===== src/core/clock_ctrl_pkg.sv =====
// constants for the synchronous clock prescaler control
// assumes one main clock and a plain register port
package clock_ctrl_pkg;
    // ----------------------------------------
    // register map (plain port addresses)
    // ----------------------------------------
    localparam logic [7:0] ADDR_CPU_SEL = 8'h00;
    localparam logic [7:0] ADDR_PBUS_SEL = 8'h01;
    localparam logic [7:0] ADDR_HS_MASK = 8'h08;
    localparam logic [7:0] ADDR_PBUS_MASK = 8'h09;
    localparam logic [7:0] ADDR_INT_FLAG = 8'h10;
    localparam logic [7:0] ADDR_RESET_CAUSE = 8'h11;
    localparam logic [7:0] ADDR_STATUS = 8'h12;
    // ----------------------------------------
    // fields and reset values
    // ----------------------------------------
    localparam int DIV_W = 3;
    localparam int PRESC_W = 8;
    localparam logic [DIV_W-1:0] DIV_RESET = 3'h0;
    localparam int POWER_MGR_MASK_BIT = 1;
    localparam int FLAG_READY_BIT = 0;
    localparam int CAUSE_POR_BIT = 0;
    localparam logic [7:0] CAUSE_RESET = 8'h01;
    localparam logic [PRESC_W-1:0] BOUNDARY = 8'h7F;
    localparam int MAX_COMMIT_WAIT = 128;
endpackage


===== src/core/sync_clock_prescaler_control.sv =====
// synchronous clock prescaler control with gated module branches
// assumes supply_stable and main_clock_ready come from other domains
//
// Chosen here: the register offsets and the plain strobed port.
`timescale 1ns/1ps

// Function
// - power manager bus clock off until reset
// - one shared 8-bit prescaler feeds all clocks
// - stopped processor clock runs no instructions
// - high-speed bus follows processor, runs in sleep
// - gate per high-speed bus module branch
// - peripheral clocks divided, run during sleep
// - gate per peripheral bus module branch
// - debugger halt leaves control logic running
// - debug mode keeps all clocks in sleep
// - writable registers honour write protection
// - debugger writes bypass write protection
// - power-on sets cause bit, active mode
// - main clock ready before processor starts
// - reset selects undivided main clock
// - block always enabled, no disable
// - processor rate is main over 2^div
// - peripheral rate is main over 2^div
// - selects writable while modules keep running
// - new dividers apply to all together
// - unchanged divider keeps its rate
// - system reset held until supply stable
// - ratios from 1 up to 128
// - ready low until change effective
// - mask bit stops or restores branch
module sync_clock_prescaler_control #(
    parameter int NUM_PBUS = 3,
    parameter int PBUS_MODULES = 8,
    parameter int HS_MODULES = 8,
    parameter logic [HS_MODULES-1:0] HS_MASK_RESET = 8'hFF,
    parameter logic [NUM_PBUS*PBUS_MODULES-1:0] PBUS_MASK_RESET =
        24'h0000FF
) (
    input wire logic clock,
    input wire logic reset,
    input wire logic [7:0] address,
    input wire logic [31:0] write_data,
    input wire logic write_strobe,
    input wire logic read_strobe,
    input wire logic write_protect,
    input wire logic debug_access,
    input wire logic debug_mode,
    input wire logic sleep_request,
    input wire logic supply_stable,
    input wire logic main_clock_ready,
    output logic [31:0] read_data,
    output logic cpu_clock_en,
    output logic hsbus_clock_en,
    output logic [HS_MODULES-1:0] hsbus_module_en,
    output logic [NUM_PBUS-1:0] pbus_clock_en,
    output logic [NUM_PBUS*PBUS_MODULES-1:0] pbus_module_en,
    output logic clock_ready,
    output logic system_reset
);
    // ----------------------------------------
    // elaboration checks
    // ----------------------------------------
    if (NUM_PBUS < 1 || NUM_PBUS > 7) begin : g_bad_bus
        $error("NUM_PBUS must be 1 to 7");
    end
    if (PBUS_MODULES <= clock_ctrl_pkg::POWER_MGR_MASK_BIT ||
        PBUS_MODULES > 32 || HS_MODULES < 1 ||
        HS_MODULES > 32) begin : g_bad_mod
        $error("module counts out of range");
    end

    // ----------------------------------------
    // state
    // ----------------------------------------
    typedef logic [clock_ctrl_pkg::DIV_W-1:0] div_t;
    typedef struct packed {
        logic [1:0] sync_a;
        logic [1:0] sync_b;
        logic [clock_ctrl_pkg::PRESC_W-1:0] cnt;
        div_t cpu_div;
        div_t cpu_new;
        logic [NUM_PBUS-1:0][clock_ctrl_pkg::DIV_W-1:0] pb_div;
        logic [NUM_PBUS-1:0][clock_ctrl_pkg::DIV_W-1:0] pb_new;
        logic pending;
        logic [HS_MODULES-1:0] hs_mask;
        logic [NUM_PBUS-1:0][PBUS_MODULES-1:0] pb_mask;
        logic [7:0] cause;
        logic booted;
        logic sys_reset;
        logic cpu_en;
        logic hs_en;
        logic [HS_MODULES-1:0] hs_mod_en;
        logic [NUM_PBUS-1:0] pb_en;
        logic [NUM_PBUS-1:0][PBUS_MODULES-1:0] pb_mod_en;
        logic ready;
        logic [31:0] rdata;
    } state_t;

    state_t state_r;
    state_t state_nxt;
    logic cpu_tick;
    logic [NUM_PBUS-1:0] pb_tick;
    logic boundary;
    logic pm_clock_on;

    // tick when the low div bits of the prescaler are all ones
    function automatic logic tick_at(
        input logic [clock_ctrl_pkg::PRESC_W-1:0] cnt,
        input div_t div);
        logic [clock_ctrl_pkg::PRESC_W-1:0] m;
        m = clock_ctrl_pkg::PRESC_W'((9'h001 << div) - 9'h001);
        return (cnt & m) == m;
    endfunction

    // ----------------------------------------
    // divided clock ticks
    // ----------------------------------------
    // all branches tap the one shared counter
    assign cpu_tick = tick_at(state_r.cnt, state_r.cpu_div);
    genvar gi;
    for (gi = 0; gi < NUM_PBUS; gi++) begin : g_pbus
        assign pb_tick[gi] =
            tick_at(state_r.cnt, state_r.pb_div[gi]);
    end
    // all-ones low bits is an edge of every ratio
    assign boundary = state_r.cnt[6:0] == clock_ctrl_pkg::BOUNDARY[6:0];
    assign pm_clock_on =
        state_r.pb_mask[0][clock_ctrl_pkg::POWER_MGR_MASK_BIT];

    // ----------------------------------------
    // next state
    // ----------------------------------------
    always_comb begin
        logic wr_ok;
        logic prot_ok;
        logic [31:0] rd;
        wr_ok = 1'b0;
        prot_ok = 1'b0;
        rd = 32'h0;
        state_nxt = state_r;
        // two-flop synchronisers for the foreign levels
        state_nxt.sync_a = {state_r.sync_a[0], supply_stable};
        state_nxt.sync_b = {state_r.sync_b[0], main_clock_ready};
        state_nxt.sys_reset = !state_r.sync_a[1];
        // processor waits for the calibrated main clock
        if (state_r.sync_b[1] && !state_r.sys_reset) begin
            state_nxt.booted = 1'b1;
        end
        // free running shared prescaler, never disabled
        state_nxt.cnt = state_r.cnt + 8'h01;
        // commit all new dividers together on a boundary
        if (state_r.pending && boundary) begin
            state_nxt.cpu_div = state_r.cpu_new;
            state_nxt.pb_div = state_r.pb_new;
            state_nxt.pending = 1'b0;
        end
        // register writes; no access once own clock is off
        wr_ok = write_strobe && pm_clock_on;
        prot_ok = wr_ok && (!write_protect || debug_access);
        if (prot_ok && !state_r.pending &&
            address == clock_ctrl_pkg::ADDR_CPU_SEL) begin
            state_nxt.cpu_new = write_data[2:0];
            state_nxt.pending = 1'b1;
        end
        for (int i = 0; i < NUM_PBUS; i++) begin
            if (prot_ok &&
                address == clock_ctrl_pkg::ADDR_PBUS_SEL + 8'(i)) begin
                state_nxt.pb_new[i] = write_data[2:0];
                state_nxt.pending = 1'b1;
                // a write on the commit edge joins that commit
                if (state_r.pending && boundary) begin
                    state_nxt.pb_div[i] = write_data[2:0];
                    state_nxt.pending = 1'b0;
                end
            end
            if (prot_ok &&
                address == clock_ctrl_pkg::ADDR_PBUS_MASK + 8'(i)) begin
                state_nxt.pb_mask[i] =
                    write_data[PBUS_MODULES-1:0];
            end
        end
        if (prot_ok && address == clock_ctrl_pkg::ADDR_HS_MASK) begin
            state_nxt.hs_mask = write_data[HS_MODULES-1:0];
        end
        state_nxt.ready = !state_nxt.pending;
        // processor stops in sleep unless debugging
        state_nxt.cpu_en = cpu_tick && state_r.booted &&
            (!sleep_request || debug_mode);
        state_nxt.hs_en = cpu_tick;
        state_nxt.hs_mod_en = {HS_MODULES{cpu_tick}} &
            state_r.hs_mask;
        state_nxt.pb_en = pb_tick;
        for (int i = 0; i < NUM_PBUS; i++) begin
            state_nxt.pb_mod_en[i] = {PBUS_MODULES{pb_tick[i]}} &
                state_r.pb_mask[i];
        end
        // read mux, data valid in the next cycle only
        case (address)
            clock_ctrl_pkg::ADDR_CPU_SEL: rd = 32'(state_r.cpu_new);
            clock_ctrl_pkg::ADDR_HS_MASK: rd = 32'(state_r.hs_mask);
            clock_ctrl_pkg::ADDR_INT_FLAG:
                rd[clock_ctrl_pkg::FLAG_READY_BIT] = state_r.ready;
            clock_ctrl_pkg::ADDR_RESET_CAUSE: rd = 32'(state_r.cause);
            clock_ctrl_pkg::ADDR_STATUS:
                rd = {29'h0, state_r.sys_reset, state_r.booted,
                    state_r.pending};
            default: rd = 32'h0;
        endcase
        for (int i = 0; i < NUM_PBUS; i++) begin
            if (address == clock_ctrl_pkg::ADDR_PBUS_SEL + 8'(i)) begin
                rd = 32'(state_r.pb_new[i]);
            end
            if (address == clock_ctrl_pkg::ADDR_PBUS_MASK + 8'(i)) begin
                rd = 32'(state_r.pb_mask[i]);
            end
        end
        state_nxt.rdata = (read_strobe && pm_clock_on) ? rd : 32'h0;
    end

    // ----------------------------------------
    // state register
    // ----------------------------------------
    always_ff @(posedge clock) begin
        if (reset) begin
            state_r <= '0;
            state_r.cpu_div <= clock_ctrl_pkg::DIV_RESET;
            state_r.cpu_new <= clock_ctrl_pkg::DIV_RESET;
            state_r.hs_mask <= HS_MASK_RESET;
            state_r.pb_mask <= PBUS_MASK_RESET;
            state_r.cause <= clock_ctrl_pkg::CAUSE_RESET;
            state_r.sys_reset <= 1'b1;
            state_r.ready <= 1'b1;
        end else begin
            state_r <= state_nxt;
        end
    end

    // outputs straight from the state flops
    assign read_data = state_r.rdata;
    assign cpu_clock_en = state_r.cpu_en;
    assign hsbus_clock_en = state_r.hs_en;
    assign hsbus_module_en = state_r.hs_mod_en;
    assign pbus_clock_en = state_r.pb_en;
    assign pbus_module_en = state_r.pb_mod_en;
    assign clock_ready = state_r.ready;
    assign system_reset = state_r.sys_reset;
endmodule // sync_clock_prescaler_control


===== config.mk =====
export PLATFORM = sky130hd
export DESIGN_NAME = sync_clock_prescaler_control
export DESIGN_NICKNAME = d
export VERILOG_FILES = /design/src/core/clock_ctrl_pkg.sv /design/src/core/sync_clock_prescaler_control.sv
export SDC_FILE = /design/constraint.sdc
export NUM_CORES = 1
export LEC_CHECK = 0
export BUFFER_PORTS_ARGS = -buffer_cell sky130_fd_sc_hd__buf_2
export CAP_MARGIN = 20
export CORE_UTILIZATION = 53
export DETAILED_ROUTE_END_ITERATION = 16
export PLACE_DENSITY_LB_ADDON = 0.12
export SETUP_SLACK_MARGIN = 0.05
export SYNTH_ARGS = -nofsm -noshare
export SYNTH_HDL_FRONTEND = slang
export SYNTH_SLANG_ARGS = --single-unit

===== constraint.sdc =====
create_clock -name clock -period 2.3 [get_ports clock]
set_input_delay 0.46 -clock clock [delete_from_list [all_inputs] [get_ports clock]]
set_output_delay 0.46 -clock clock [all_outputs]
set_load 0.03 [all_outputs]

==> flow_results.org <==
** Worst setup path
- Type of element launching the critical path :: register
- Data arrival at the endpoint of the critical path :: 2.50 ns
- The number of buffers and inverters on the critical path is 0.
- The critical path crosses 7 cells after its start point.
- Maximum fanout along the worst path :: 10
- The worst setup path is of the reg -> reg kind.
- The signal on the critical path passes through or3_1 > ha_1 > and2_1 > o21ai_0 > a21oi_1 > a21oi_2 > and3_1.
- Data on the critical path is required at its endpoint by 2.76 ns.
- Critical-path top delay cell :: or3_1
- For this run, the slowest stage of the critical path takes 0.41 ns.
- Logic depth of the worst register-to-register path :: 7
- Top cell family by delay on the critical path :: simple AND/OR/NAND/NOR gates
- CP endpoint kind :: register

** Floorplanning
- Number of placement rows :: 35
- The die is 100 microns tall.
- Die Outline Area :: 10000 sq um
- Number of placed I/O pins :: 121
- Starting utilization of the core area :: 0.549
- The die is 100 microns wide.
- The floorplan step defined a core boundary enclosing 9280 sq um.

** Layout
- Leaving out fill and tap cells, the most frequent cell in the layout is dfxtp_1.
- Number of fillers in the final layout :: 843
- The library cells used most frequently in the layout, excluding fill and tap cells, are 116 x dfxtp_1, 72 x buf_2, 59 x nor2_1, 40 x nand2_1, 33 x mux2i_1.
- Synth-to-layout area growth :: 14.0%
- N_diodes :: 0
- Post-route cell area :: 5810 sq um
- NumNets Final :: 623
- Multi-input combinational cell area :: 2180 sq um
- Of the cells placed in the final design, the portion with a size suffix greater than 1 is 0.233.
- Total area of sequential cells :: 2320 sq um
- For this run, the share of the core covered by cells in the final layout is 0.625.

** Power and ir drop
- Relative contribution of the clock network to total power :: 0.546
- Net Sw Power :: 0.00118 W
- Cell internal power was estimated by the tool at 0.00401 W.
- Maximum VDD drop :: 0.583 mV
- Of the total power, registers draw 0.396.
- Combinational power share :: 0.058
- For this design the static power due to leakage is 2.57 nW.
- Net Sw Frac :: 0.228
- Power per standard cell area :: 894 nW/um^2

** Global route
- GR Overflow Total :: 0
- Global-route wire length before repair :: 17.1 mm
- Number of global-route vias before repair :: 3448
- Initial antenna violation count :: 0
- Maximum number of pins on one net before global-route repair :: 38
- Global Route Usage Sum :: 0.229

** Timing
- Min Clock Period, post-route :: 2.04 ns
- After routing, the total negative slack on setup checks comes to 0 ns.
- Number of hold violations in the final report :: 0
- The number of pins exceeding their max-slew limit in the final report was 0.
- Final setup skew :: 0.00844 ns
- Timing-limited maximum frequency :: 490 MHz
- Relative max-transition margin :: 0.593
- Period Utilization, post-route :: 0.888
- At the pin with the least slew margin, the transition time is 0.606 ns.
- Setup repair after global routing left no endpoint under its margin.
- Setup violations remaining at the end of the flow were counted as 0.

** Route
- The first TritonRoute pass finished after 5 iterations.
- In the final routed layout, each cell accounts on average for 15.0 microns.
- In this run the remaining antenna-violating nets after routing total 0.
- Count of vias placed by the detailed router :: 3721
- For this block, the initial DRC count from the detailed router was 159.
- Using the TritonRoute via totals, the vias-per-cell ratio works out to 5.22.
- Final wirelength :: 10.7 mm
- For this run, design rule violations remaining after detail routing come to 0.

** Logic synthesis
- Of the total synthesized cell area, the portion taken by AND, OR, NAND and NOR gates is 0.206.
- Counting distinct cell types in the post-synthesis netlist gives 46.
- The complex-gate fraction of the synthesized area came to 0.100.
- Number of warnings issued by yosys :: 0
- The portion of synthesized area spent on multiplexers is 0.0914.
- Avg Inst Size Synth :: 9.40 sq um
- Fraction of the mapped netlist area in adder cells :: 0.00491
- Synthesis produced a netlist whose cell count is 542.
- Post-synthesis async set-or-reset flop share :: 0
- Post-synthesis sequential area ratio :: 0.456
- Post-Synth XOR/XNOR Area :: 0.00516
- In this run, synthesis inferred 0 flip-flops with an integrated enable.
- Dominant register cell in the synthesized netlist :: dfxtp_1
- Largest family of logic cells by synthesized area :: simple AND/OR/NAND/NOR gates
- Netlist area before placement :: 5090 sq um
- Counting flops and latches in the post-synthesis netlist gives 116.

** Run
- Across the run, the number of max-cap violations was 0.

** CTS
- After clock tree synthesis, the setup repair step added 0 buffers.
- TritonCTS clock tree :: done
- CTS sink count :: 116
- Clock latency at the later pin of the worst-skew pair :: 0.52 ns
- Inserted Clock Buffers :: 17
- Cell at the root of the clock tree :: clkbuf_8
- Hold buffers post-CTS :: 0
- Buffers from clock root to sink, at most :: 2
- Clk pin slew, worst setup/hold paths :: 0.06 ns
- H-tree levels :: 4

** Placed design
- HPWL Detailed :: 7.45 mm
- Placer congestion estimate :: 0.892
- After detailed placement, the total cell area comes to 5150 sq um.
- Buffers placed on the I/O ports in this run total 72.

** Outcome
- Outcome :: finished, final reports clean

** Hold path
- Path category of the worst min-delay check :: in -> reg
- Cell depth of the worst min-delay path :: 2
[state kept, by name (all words and copies together), names as in the netlist]
register         cells
clock_ready          1
cpu_clock_en         1
hsbus_clock_en       1
hsbus_module_en      8
pbus_clock_en        3
pbus_module_en      24
pm_clock_on          1
read_data            8
state_nxt            2
state_r             66
system_reset         1
[final cells by class]
type | count | area share
well taps | 129 | 0.0278
multi-input cells | 340 | 0.376
clock inverters | 14 | 0.0386
clock buffers | 18 | 0.0720
repair buffers | 85 | 0.0789
inverters | 11 | 0.00711
flip-flops and latches | 116 | 0.400
[cell families (layout without fill, tap and decap cells)]
| kind of cell | after synthesis | in the layout |
|---|---|---|
| DFF | 116 | 116 |
| buffers and inverters | 109 | 128 |
| other | 1 | 24 |
| and+or+nand+nor | 198 | 198 |
| xor gates and xnor gates | 3 | 3 |
| adders and majority gates | 2 | 2 |
| muxes | 39 | 39 |
| AOI/OAI and AO/OA | 74 | 74 |
[timing repair]
item,CTS,global route
gates resized for setup,1,1
setup endpoints to repair,8,9
pin swaps,0,0
[Yosys cell counts (9+ instances only)]
library cell	n	area, sq um
a21oi_1	18	90.1
and2_1	31	194
and3_1	12	75.1
buf_2	10	50.1
buf_4	70	526
clkbuf_1	15	56.3
dfxtp_1	116	2320
inv_1	11	41.3
mux2i_1	33	330
nand2_1	40	150
nand3b_1	9	67.6
nor2_1	59	221
nor2b_1	12	75.1
o21ai_0	18	90.1
[metrics by stage]
stage / hold slack, ns / setup slack (ns) / power (W) / std cells
2_1_floorplan: 0.356 / 0.353 / 0.00237 / 565
3_3_place_gp: 0.357 / 0.129 / 0.00239 / 681
3_5_place_dp: 0.368 / 0.0714 / 0.00240 / 681
4_1_cts: 0.134 / 0.115 / 0.00523 / 713
5_1_grt: 0.135 / 0.0816 / 0.00535 / 713
6_report: 0.146 / 0.257 / 0.00519 / 713
[per-layer routing]
metal | part of all wire | track usage | vias to the layer above
li1 | - | - | 1818
met1 | 0.41 | 0.263 | 1745
met2 | 0.51 | 0.404 | 133
met3 | 0.063 | 0.0613 | 25
met4 | 0.021 | 0.0914 | 0
met5 | 0 | 0 | -
[worst register-to-register path, stage by stage (launching register included)]
cell and delay (ns):
dfxtp_1 0.39, or3_1 0.41, ha_1 0.27, and2_1 0.18, o21ai_0 0.17, a21oi_1 0.11
a21oi_2 0.25, and3_1 0.21
[worst paths after layout]
kind | start | to | slack (ns)
hold / removal | main_clock_ready | state_nxt[146] | 0.15
setup / recovery | state_r[129] | pbus_module_en[19] | 0.26
hold reg to reg | state_r[148] | system_reset | 0.38
setup reg to reg | state_r[129] | pbus_module_en[19] | 0.26
[power groups by stage]
stage	Combinational (W)	Sequential [W]	Clock, W
after detailed placement	0.000299	0.00210	0
after floorplan	0.000274	0.00209	0
final	0.000303	0.00205	0.00283
after CTS	0.000302	0.00205	0.00287
after global routing	0.000327	0.00206	0.00297
after global placement	0.000296	0.00210	0
No activity file was read; power rests on OpenSTA's default activity.
